===== src/logic/coef_decode_pkg.sv =====
// Constants for the loop filter coefficient decoder.
package coef_decode_pkg;

  // ----------------------------------------------------------------
  // Register byte offsets
  // ----------------------------------------------------------------
  localparam logic [7:0] alpha_mant_off = 8'h00;
  localparam logic [7:0] alpha_exp_off = 8'h04;
  localparam logic [7:0] beta_mant_off = 8'h08;
  localparam logic [7:0] beta_exp_off = 8'h0c;
  localparam logic [7:0] gamma_mant_off = 8'h10;
  localparam logic [7:0] gamma_exp_off = 8'h14;
  localparam logic [7:0] delta_mant_off = 8'h18;
  localparam logic [7:0] delta_exp_off = 8'h1c;
  localparam logic [7:0] status_off = 8'h20;

  // ----------------------------------------------------------------
  // Field widths and positions
  // ----------------------------------------------------------------
  localparam int alpha_mant_w = 16;
  localparam int pair_mant_w = 17;
  localparam int delta_mant_w = 15;
  localparam int shift_w = 6;
  localparam int front_w = 3;
  localparam int back_w = 4;
  localparam int exp_w = 5;
  localparam int shift_lsb = 0;
  localparam int front_lsb = 8;
  localparam int back_lsb = 16;

  // Status bit positions
  localparam int st_gain_clip = 0;
  localparam int st_alpha_zero = 1;
  localparam int st_beta_zero = 2;
  localparam int st_gamma_zero = 3;
  localparam int st_delta_zero = 4;

  // ----------------------------------------------------------------
  // Reset values and scaling constants
  // ----------------------------------------------------------------
  localparam logic [16:0] mant_rst = 17'h00001;
  localparam logic [5:0] exp_rst = 6'h00;
  localparam int alpha_base = 16;
  localparam int pair_base = 17;
  localparam int delta_base = 15;
  localparam logic [4:0] gain_max = 5'h16;

  // AHB transfer type
  localparam logic [1:0] htrans_nonseq = 2'h2;

endpackage : coef_decode_pkg


===== src/logic/loop_filter_coefficient_decode.sv =====
// Loop filter coefficient decoder with an AHB-Lite register slave.
// What this block does
// - First coefficient is mantissa times two to minus16 minus shift plus gains
// - First coefficient shift field accepts 0 to 63, moving point leftward
// - First coefficient mantissa is unsigned, usable 1 to 65535
// - Front-end gain field holds at most 7; more goes to back-end
// - Combined gain reaches at most 22; back-end field accepts up to 15
// - Second coefficient magnitude is mantissa times two to minus(17+exp)
// - Second coefficient exponent accepts 0 to 31
// - Second coefficient mantissa is unsigned, usable 1 to 131071
// - Third coefficient magnitude is mantissa times two to minus(17+exp)
// - Third coefficient exponent accepts 0 to 31
// - Third coefficient mantissa is unsigned, usable 1 to 131071
// - Fourth coefficient is positive mantissa times two to minus(15+exp)
// - Fourth coefficient exponent accepts 0 to 31
// - Fourth coefficient mantissa is unsigned, usable 1 to 32767
// - Second and third are stored positive and negated inside the core
`timescale 1ns/10ps

module loop_filter_coefficient_decode #(
  parameter int coef_w = 72,
  parameter int frac_w = 48
) (
  // Clock and reset
  input wire logic hclk,
  input wire logic hresetn,
  // AHB-Lite slave
  input wire logic hsel,
  input wire logic [31:0] haddr,
  input wire logic [1:0] htrans,
  input wire logic hwrite,
  input wire logic [2:0] hsize,
  input wire logic [31:0] hwdata,
  input wire logic hready,
  output logic hreadyout,
  output logic [31:0] hrdata,
  output logic hresp,
  // Decoded scale factors, signed fixed point with frac_w fraction bits
  output logic signed [coef_w-1:0] alpha_coef,
  output logic signed [coef_w-1:0] beta_coef,
  output logic signed [coef_w-1:0] gamma_coef,
  output logic signed [coef_w-1:0] delta_coef
);

  // ----------------------------------------------------------------
  // Elaboration checks
  // ----------------------------------------------------------------
  // Alpha can grow to 65535 * 2^6, so 22 integer bits plus sign are needed
  if (frac_w < coef_decode_pkg::alpha_base || coef_w < frac_w + 24) begin
    $error("coef_w or frac_w too small for the coefficient range");
  end

  // ----------------------------------------------------------------
  // Field registers
  // ----------------------------------------------------------------
  logic [15:0] alpha_mant_reg;
  logic [5:0] alpha_shift_reg;
  logic [2:0] alpha_front_reg;
  logic [3:0] alpha_back_reg;
  logic [16:0] beta_mant_reg;
  logic [4:0] beta_exp_reg;
  logic [16:0] gamma_mant_reg;
  logic [4:0] gamma_exp_reg;
  logic [14:0] delta_mant_reg;
  logic [4:0] delta_exp_reg;
  logic wr_pend_reg;
  logic rd_pend_reg;
  logic [7:0] addr_reg;

  // Address phase decode
  wire addr_take = hsel & htrans[1] & hready;
  wire wr_now = wr_pend_reg;
  wire sel_am = addr_reg == coef_decode_pkg::alpha_mant_off;
  wire sel_ae = addr_reg == coef_decode_pkg::alpha_exp_off;
  wire sel_bm = addr_reg == coef_decode_pkg::beta_mant_off;
  wire sel_be = addr_reg == coef_decode_pkg::beta_exp_off;
  wire sel_gm = addr_reg == coef_decode_pkg::gamma_mant_off;
  wire sel_ge = addr_reg == coef_decode_pkg::gamma_exp_off;
  wire sel_dm = addr_reg == coef_decode_pkg::delta_mant_off;
  wire sel_de = addr_reg == coef_decode_pkg::delta_exp_off;
  wire sel_st = addr_reg == coef_decode_pkg::status_off;

  // Zero wait states, always OKAY
  assign hreadyout = 1'b1;
  assign hresp = 1'b0;

  // Capture the address phase; only word offsets in the low byte matter
  always_ff @(posedge hclk or negedge hresetn) begin
    if (!hresetn) begin
      wr_pend_reg <= 1'b0;
      rd_pend_reg <= 1'b0;
      addr_reg <= 8'h00;
    end else if (hready) begin
      wr_pend_reg <= addr_take & hwrite;
      rd_pend_reg <= addr_take & ~hwrite;
      addr_reg <= addr_take ? haddr[7:0] : addr_reg;
    end
  end

  // Data phase writes; field widths cap each value to its legal range
  always_ff @(posedge hclk or negedge hresetn) begin
    if (!hresetn) begin
      alpha_mant_reg <= coef_decode_pkg::mant_rst[15:0];
      alpha_shift_reg <= coef_decode_pkg::exp_rst;
      alpha_front_reg <= coef_decode_pkg::exp_rst[2:0];
      alpha_back_reg <= coef_decode_pkg::exp_rst[3:0];
      beta_mant_reg <= coef_decode_pkg::mant_rst;
      beta_exp_reg <= coef_decode_pkg::exp_rst[4:0];
      gamma_mant_reg <= coef_decode_pkg::mant_rst;
      gamma_exp_reg <= coef_decode_pkg::exp_rst[4:0];
      delta_mant_reg <= coef_decode_pkg::mant_rst[14:0];
      delta_exp_reg <= coef_decode_pkg::exp_rst[4:0];
    end else if (wr_now) begin
      if (sel_am) begin
        alpha_mant_reg <= hwdata[15:0];
      end else if (sel_ae) begin
        alpha_shift_reg <= hwdata[coef_decode_pkg::shift_lsb +: 6];
        alpha_front_reg <= hwdata[coef_decode_pkg::front_lsb +: 3];
        alpha_back_reg <= hwdata[coef_decode_pkg::back_lsb +: 4];
      end else if (sel_bm) begin
        beta_mant_reg <= hwdata[16:0];
      end else if (sel_be) begin
        beta_exp_reg <= hwdata[4:0];
      end else if (sel_gm) begin
        gamma_mant_reg <= hwdata[16:0];
      end else if (sel_ge) begin
        gamma_exp_reg <= hwdata[4:0];
      end else if (sel_dm) begin
        delta_mant_reg <= hwdata[14:0];
      end else if (sel_de) begin
        delta_exp_reg <= hwdata[4:0];
      end
    end
  end

  // ----------------------------------------------------------------
  // Decode
  // ----------------------------------------------------------------
  // Shift a mantissa into frac_w fixed point; right shifts drop only
  // bits below the guard range chosen by frac_w
  function automatic logic [coef_w-1:0] scale(input logic [16:0] mant,
                                              input int sh);
    logic [coef_w-1:0] ext;
    ext = coef_w'(mant);
    if (sh >= 0) begin
      scale = ext << sh;
    end else begin
      scale = ext >> (-sh);
    end
  endfunction : scale

  // Total gain clamps at the documented ceiling
  wire [4:0] gain_sum = 5'(alpha_front_reg) + 5'(alpha_back_reg);
  wire gain_clip = gain_sum > coef_decode_pkg::gain_max;
  wire [4:0] gain_eff = gain_clip ? coef_decode_pkg::gain_max : gain_sum;
  // Zero mantissas are raised to the smallest usable value, 1
  wire [16:0] am_eff = (alpha_mant_reg == 16'h0000) ? 17'h00001 :
                       17'(alpha_mant_reg);
  wire [16:0] bm_eff = (beta_mant_reg == 17'h00000) ? 17'h00001 :
                       beta_mant_reg;
  wire [16:0] gm_eff = (gamma_mant_reg == 17'h00000) ? 17'h00001 :
                       gamma_mant_reg;
  wire [16:0] dm_eff = (delta_mant_reg == 15'h0000) ? 17'h00001 :
                       17'(delta_mant_reg);
  // Signed shift counts; a negative count means a right shift
  wire signed [31:0] alpha_sh = frac_w - coef_decode_pkg::alpha_base
                      - int'(alpha_shift_reg) + int'(gain_eff);
  wire signed [31:0] beta_sh = frac_w - coef_decode_pkg::pair_base
                     - int'(beta_exp_reg);
  wire signed [31:0] gamma_sh = frac_w - coef_decode_pkg::pair_base
                      - int'(gamma_exp_reg);
  wire signed [31:0] delta_sh = frac_w - coef_decode_pkg::delta_base
                      - int'(delta_exp_reg);
  wire [coef_w-1:0] alpha_next = scale(am_eff, alpha_sh);
  wire [coef_w-1:0] beta_mag = scale(bm_eff, beta_sh);
  wire [coef_w-1:0] gamma_mag = scale(gm_eff, gamma_sh);
  wire [coef_w-1:0] delta_next = scale(dm_eff, delta_sh);
  wire [coef_w-1:0] beta_next = -beta_mag;
  wire [coef_w-1:0] gamma_next = -gamma_mag;

  // Register the factors so the filter sees glitch-free values
  always_ff @(posedge hclk or negedge hresetn) begin
    if (!hresetn) begin
      alpha_coef <= '0;
      beta_coef <= '0;
      gamma_coef <= '0;
      delta_coef <= '0;
    end else begin
      alpha_coef <= alpha_next;
      beta_coef <= beta_next;
      gamma_coef <= gamma_next;
      delta_coef <= delta_next;
    end
  end

  // ----------------------------------------------------------------
  // Read back
  // ----------------------------------------------------------------
  wire [31:0] status_word = {27'h0000000,
                             delta_mant_reg == 15'h0000,
                             gamma_mant_reg == 17'h00000,
                             beta_mant_reg == 17'h00000,
                             alpha_mant_reg == 16'h0000,
                             gain_clip};
  wire [31:0] alpha_exp_word = {12'h000, alpha_back_reg, 5'h00,
                                alpha_front_reg, 2'h0, alpha_shift_reg};
  // Mux of flops, steered by the captured address; unmapped reads zero
  wire [31:0] rd_word =
    sel_am ? {16'h0000, alpha_mant_reg} :
    sel_ae ? alpha_exp_word :
    sel_bm ? {15'h0000, beta_mant_reg} :
    sel_be ? {27'h0000000, beta_exp_reg} :
    sel_gm ? {15'h0000, gamma_mant_reg} :
    sel_ge ? {27'h0000000, gamma_exp_reg} :
    sel_dm ? {17'h00000, delta_mant_reg} :
    sel_de ? {27'h0000000, delta_exp_reg} :
    sel_st ? status_word : 32'h00000000;
  assign hrdata = rd_pend_reg ? rd_word : 32'h00000000;

  // ----------------------------------------------------------------
  // Assertions
  // ----------------------------------------------------------------
  // Sampled hresetn in each antecedent except p_write_lands skips the release edge, where
  // the outputs still hold their reset zeros
  property p_alpha_unity;
    @(posedge hclk) disable iff (!hresetn)
    (hresetn && alpha_shift_reg == 6'h00 && gain_sum == 5'h00 &&
     alpha_mant_reg != 16'h0000)
    |=> alpha_coef == (coef_w'($past(alpha_mant_reg))
                       << (frac_w - 16));
  endproperty
  a_alpha_unity: assert property (p_alpha_unity)
    else $error("alpha with no shift or gain is wrong");

  property p_alpha_shift_max;
    @(posedge hclk) disable iff (!hresetn)
    (hresetn && frac_w <= 64 && alpha_shift_reg == 6'h3f &&
     gain_sum <= 5'h0f)
    |=> alpha_coef == (coef_w'($past(am_eff))
                       >> (79 - frac_w - int'($past(gain_eff))));
  endproperty
  a_alpha_shift_max: assert property (p_alpha_shift_max)
    else $error("alpha at shift 63 scaled wrong");

  property p_alpha_zero;
    @(posedge hclk) disable iff (!hresetn)
    (hresetn && alpha_mant_reg == 16'h0000 && alpha_sh >= 0)
    |=> alpha_coef == (coef_w'(1) << $past(alpha_sh));
  endproperty
  a_alpha_zero: assert property (p_alpha_zero)
    else $error("zero alpha mantissa not raised to 1");

  property p_gain_clip;
    @(posedge hclk) disable iff (!hresetn)
    (hresetn && alpha_front_reg == 3'h7 && alpha_back_reg == 4'hf &&
     alpha_shift_reg == 6'h00)
    |=> alpha_coef == (coef_w'($past(am_eff)) << (frac_w + 6));
  endproperty
  a_gain_clip: assert property (p_gain_clip)
    else $error("alpha gain not clamped at 22");

  property p_beta_neg;
    @(posedge hclk) disable iff (!hresetn)
    (hresetn && beta_exp_reg == 5'h00 && beta_mant_reg != 17'h00000)
    |=> beta_coef == -(coef_w'($past(beta_mant_reg)) << (frac_w - 17));
  endproperty
  a_beta_neg: assert property (p_beta_neg)
    else $error("beta not negated mantissa times 2^-17");

  property p_beta_exp_max;
    @(posedge hclk) disable iff (!hresetn)
    (hresetn && beta_exp_reg == 5'h1f && beta_mant_reg != 17'h00000)
    |=> beta_coef == -(coef_w'($past(beta_mant_reg)) << (frac_w - 48));
  endproperty
  a_beta_exp_max: assert property (p_beta_exp_max)
    else $error("beta at exponent 31 wrong");

  property p_gamma_neg;
    @(posedge hclk) disable iff (!hresetn)
    (hresetn && gamma_exp_reg == 5'h00 && gamma_mant_reg != 17'h00000)
    |=> gamma_coef == -(coef_w'($past(gamma_mant_reg)) << (frac_w - 17));
  endproperty
  a_gamma_neg: assert property (p_gamma_neg)
    else $error("gamma not negated mantissa times 2^-17");

  property p_delta_pos;
    @(posedge hclk) disable iff (!hresetn)
    (hresetn && delta_exp_reg == 5'h00 && delta_mant_reg != 15'h0000)
    |=> delta_coef == (coef_w'($past(delta_mant_reg)) << (frac_w - 15))
        && !delta_coef[coef_w-1];
  endproperty
  a_delta_pos: assert property (p_delta_pos)
    else $error("delta not positive mantissa times 2^-15");

  property p_write_lands;
    @(posedge hclk) disable iff (!hresetn)
    (addr_take && hwrite && haddr[7:0] == coef_decode_pkg::delta_exp_off)
    ##1 hready |=> delta_exp_reg == $past(hwdata[4:0]);
  endproperty
  a_write_lands: assert property (p_write_lands)
    else $error("delta exponent write lost");

  c_alpha_gain: cover property (@(posedge hclk)
    gain_sum == coef_decode_pkg::gain_max);
  c_beta_write: cover property (@(posedge hclk) wr_now && sel_bm);
  c_status_read: cover property (@(posedge hclk) rd_pend_reg && sel_st);

endmodule : loop_filter_coefficient_decode


===== config.mk =====
export PLATFORM = sky130hd
export DESIGN_NAME = loop_filter_coefficient_decode
export DESIGN_NICKNAME = d
export VERILOG_FILES = /design/src/logic/coef_decode_pkg.sv /design/src/logic/loop_filter_coefficient_decode.sv
export SDC_FILE = /design/constraint.sdc
export NUM_CORES = 1
export LEC_CHECK = 0
export ABC_AREA = 1
export BUFFER_PORTS_ARGS = -buffer_cell sky130_fd_sc_hd__buf_2
export CAP_MARGIN = 20
export CORE_ASPECT_RATIO = 0.75
export CORE_MARGIN = 8
export CORE_UTILIZATION = 45
export CTS_CLUSTER_SIZE = 16
export DETAILED_ROUTE_END_ITERATION = 10
export PLACE_DENSITY = 0.66
export SYNTH_ARGS = -nofsm -noshare
export SYNTH_HDL_FRONTEND = slang
export SYNTH_SLANG_ARGS = --single-unit

===== constraint.sdc =====
create_clock -name hclk -period 15.1 [get_ports hclk]
set_input_delay 3.02 -clock hclk [delete_from_list [all_inputs] [get_ports hclk]]
set_output_delay 3.02 -clock hclk [all_outputs]
set_load 0.02 [all_outputs]

==> impl_metrics.yaml <==
logic_synthesis:
  seq_area_frac_synth: 0.433
  ys_warn_count: 0
  syn_avg_cell_area_um2: 7.36
  synth_edf_count: 0
  synth-seq-cells: 391
  synth_top_family_by_area: "simple AND/OR/NAND/NOR gates"
  synthMuxAreaShare: 0.00886
  netlist_instances: 3072
  async_flop_share: 1.00
  ys_top_cells_by_area: "dfrtp_1, nand2_1, nand3_1"
  ys_types: 60
  synth-xor-area-share: 0.0271
  synth_top_area_share: 0.428
  syn_area_mm2: 0.0226
  synthAdderAreaFrac: 0.0139
  yosys.area_share.simple: 0.329
  synth_top_area_cell: "dfrtp_1"
  synth_compound_area_frac: 0.113
  synth_ff_type: "dfrtp_1"
final_layout:
  fillers: 5042
  ff_latch_area_mm2: 0.00979
  multi_input_area_mm2: 0.0113
  fin_nets: 3450
  layout-drive-gt1-share: 0.165
  finalNonFillerCells: 4042
  area_delta_synth_final_pct: 15.1
clock_tree:
  cts_tree: "yes"
  post_cts_buffers: 0
  clockBufferDepth: 3
  clk_latency_ps: 580
  ctsHoldBuffers: 0
  clk_pin_slew_ps: 60
  root_buffer: "clkbuf_16"
  cts_buffers: 40
  htree_levels: 2
  clock_sinks: 391
  cts_resized: 0
global_routing:
  grt.overflow.total: 0
  first_global_vias: 20800
  track_usage: 0.253
  antenna_found_initial: 3
  grt_pass1_wl_um: 117000
  grt_max_degree: 114
worst_setup_path:
  r2r_slack_ps: 8570
  cp_max_fo: 14
  crit_start: "addr_reg[7]$_DFFE_PN0P_"
  path_class: "register to output port"
  critPathSlowestCell: "nor2_1"
  arrival_ps: 3640
  r2r_cells: 26
  crit_chain: "nor2_1 > inv_1 > nor3_1 > inv_1 > nor2_1 > inv_1 > a21oi_1 > buf_2"
  required_ps: 12080
  critical_path.top_delay_family: "simple AND/OR/NAND/NOR gates"
  crit_top_cell: "inv_1"
  rr_endpoint: "alpha_coef[4]$_DFF_PN0_"
  crit_path_end_kind: "output port"
  critPathBufInv: 4
  critPathLaunchType: "register"
  max_stage_delay_ps: 820
  r2r-start: "alpha_front_reg[0]$_DFFE_PN0P_"
die:
  coreArea_mm2: 0.0498
  pin_count: 396
  die_w_um: 275
  die_y_um: 210
  dieArea_mm2: 0.0577
  initial_utilization: 0.454
  rows: 71
sta:
  final_hold_viol_count: 0
  fin_skew_ps: 16.7
  slew_headroom: 0.283
  drv_slew: 0
  rsz0062_at_grt: "false"
  max_freq_mhz: 150
  worst_pin_slew_ps: 1070
  setup_viol: 0
  period_needed_ps: 6660
  fin_crit_sh: 0.441
  tns_ps: 0
power:
  p_switching_w: 0.00149
  p_leak_nw: 13.6
  vdd_drop_max_mv: 0.0923
  comb_power_share: 0.383
  intPower_w: 0.00214
  seqPwrFrac: 0.337
  power_frac_clock: 0.280
  swShare: 0.411
  powerDensity_mw_per_mm2: 140
drt:
  route.vias.total: 22000
  drc: 0
  routed_wl_um: 75300
  dr.pass1.iters: 6
  routedWlPerCell_um: 18.6
  avgViaCountPerCell: 5.45
  ant_nets: 0
  drt_iter0_markers: 2100
worst_hold_path:
  min_to: "delta_mant_reg[7]$_DFFE_PN0P_"
  min_from: "delta_mant_reg[7]$_DFFE_PN0P_"
  holdCritPathClass: "register to register"
  hold-path-cell-count: 2
placed_design:
  dp_hpwl_um: 58400
  routabilityCongestion: 0.968
  dp_cells: 3966
  port_buffers: 341
run:
  cap_viol_max_count: 0
status:
  status: "complete, no violations"
## metrics by stage
stage          setup WS, ps  utilization  total power [W]  hold slack [ps]  cell area (um2)
2_1_floorplan          9690            -          0.00223              453            22700
3_3_place_gp           8930        0.494          0.00259              469            24600
3_5_place_dp           8780        0.494          0.00262              476            24600
4_1_cts                8600        0.521          0.00365              491            26000
5_1_grt                8180        0.522          0.00386              525            26000
6_report               8440        0.522          0.00363              490            26000
## per-layer routing
metal  global-route usage  wire length (um)  up-vias
met5                    0                 0        -
met4               0.0593              1360        0
met3               0.0574              6830       92
met2                0.374             32300      871
met1                0.375             34800    10500
li1                     -                 -    10600
## cell usage in the layout, fill, tap and decap left out, drive strengths merged, types with 3 or more instances in the layout
cell type and count:
nand2 959, dfrtp 387, buf 359, nor2 310, o21ai 304, nand3 261, inv 239, a21oi 89
nand4 85, clkbuf 56, conb 40, xnor2 39, nor3 38, xor2 31, o22ai 30, ha 22
or2 22, o211ai 13, mux2i 12, clkinv 11, nor4 9, a31oi 6, mux2 6, and2 6
nand3b 5, a221oi 5, o221ai 5, a211oi 4, dfstp 4, diode 3, o21a 3, bufinv 3
## synth_stat cells (all sizes together) (5+ instances only)
cell type  instances
a21oi             89
a221oi             5
a31oi              6
and2               6
buf               80
clkbuf            79
dfrtp            387
ha                22
inv              237
mux2               6
mux2i             12
nand2            959
nand3            261
nand3b             5
nand4             85
nor2             310
nor3              38
nor4               9
o211ai            13
o21ai            304
o221ai             5
o22ai             30
or2               22
xnor2             39
xor2              31
## cell type report
| cell class | count | share of cell area |
|---|---|---|
| timing repair buffer | 359 | 0.0720 |
| multi-input combinational | 2321 | 0.434 |
| clock buffer | 56 | 0.0435 |
| tap | 657 | 0.0316 |
| inverter | 239 | 0.0346 |
| clock inverter | 16 | 0.00798 |
| sequential | 391 | 0.376 |
| antenna | 3 | 0.000289 |
## how the worst max path moves through the flow
stage	end	cells past startpoint
CTS	hrdata[4]	8
detailed placement	alpha_coef[10]$_DFF_PN0_	24
finish	hrdata[4]	8
global placement	alpha_coef[10]$_DFF_PN0_	24
global route	alpha_coef[4]$_DFF_PN0_	26
floorplan	hrdata[0]	11
## cell families (layout without fill, tap and decap cells)
| family | Yosys count | in the layout |
|---|---|---|
| multiplexers | 18 | 18 |
| AND/OR/NAND/NOR | 1700 | 1700 |
| flip-flops | 391 | 391 |
| AO/OA/AOI/OAI | 469 | 469 |
| other | 2 | 43 |
| buffers and inverters | 398 | 670 |
| adder cells (fa/ha/maj) | 24 | 24 |
| XOR/XNOR | 70 | 70 |
## worst reg2reg max path, delay by kind of cell, from the launching register on
| kind | cells | cell delay [ps] |
|---|---|---|
| adders and majority gates | 6 | 2220 |
| DFF | 1 | 400 |
| xor gates and xnor gates | 1 | 210 |
| buffers and inverters | 1 | 590 |
| AOI/OAI and AO/OA | 2 | 520 |
| and+or+nand+nor | 16 | 2520 |
## power groups by stage
stage	Combinational, W	Clock (W)	Sequential [W]
detailed placement	0.00137	0	0.00124
global route	0.00154	0.00108	0.00124
global placement	0.00135	0	0.00124
CTS	0.00138	0.00104	0.00123
finish	0.00139	0.00102	0.00122
floorplan	0.000880	0	0.00135
(Power assumes the default switching activity.)
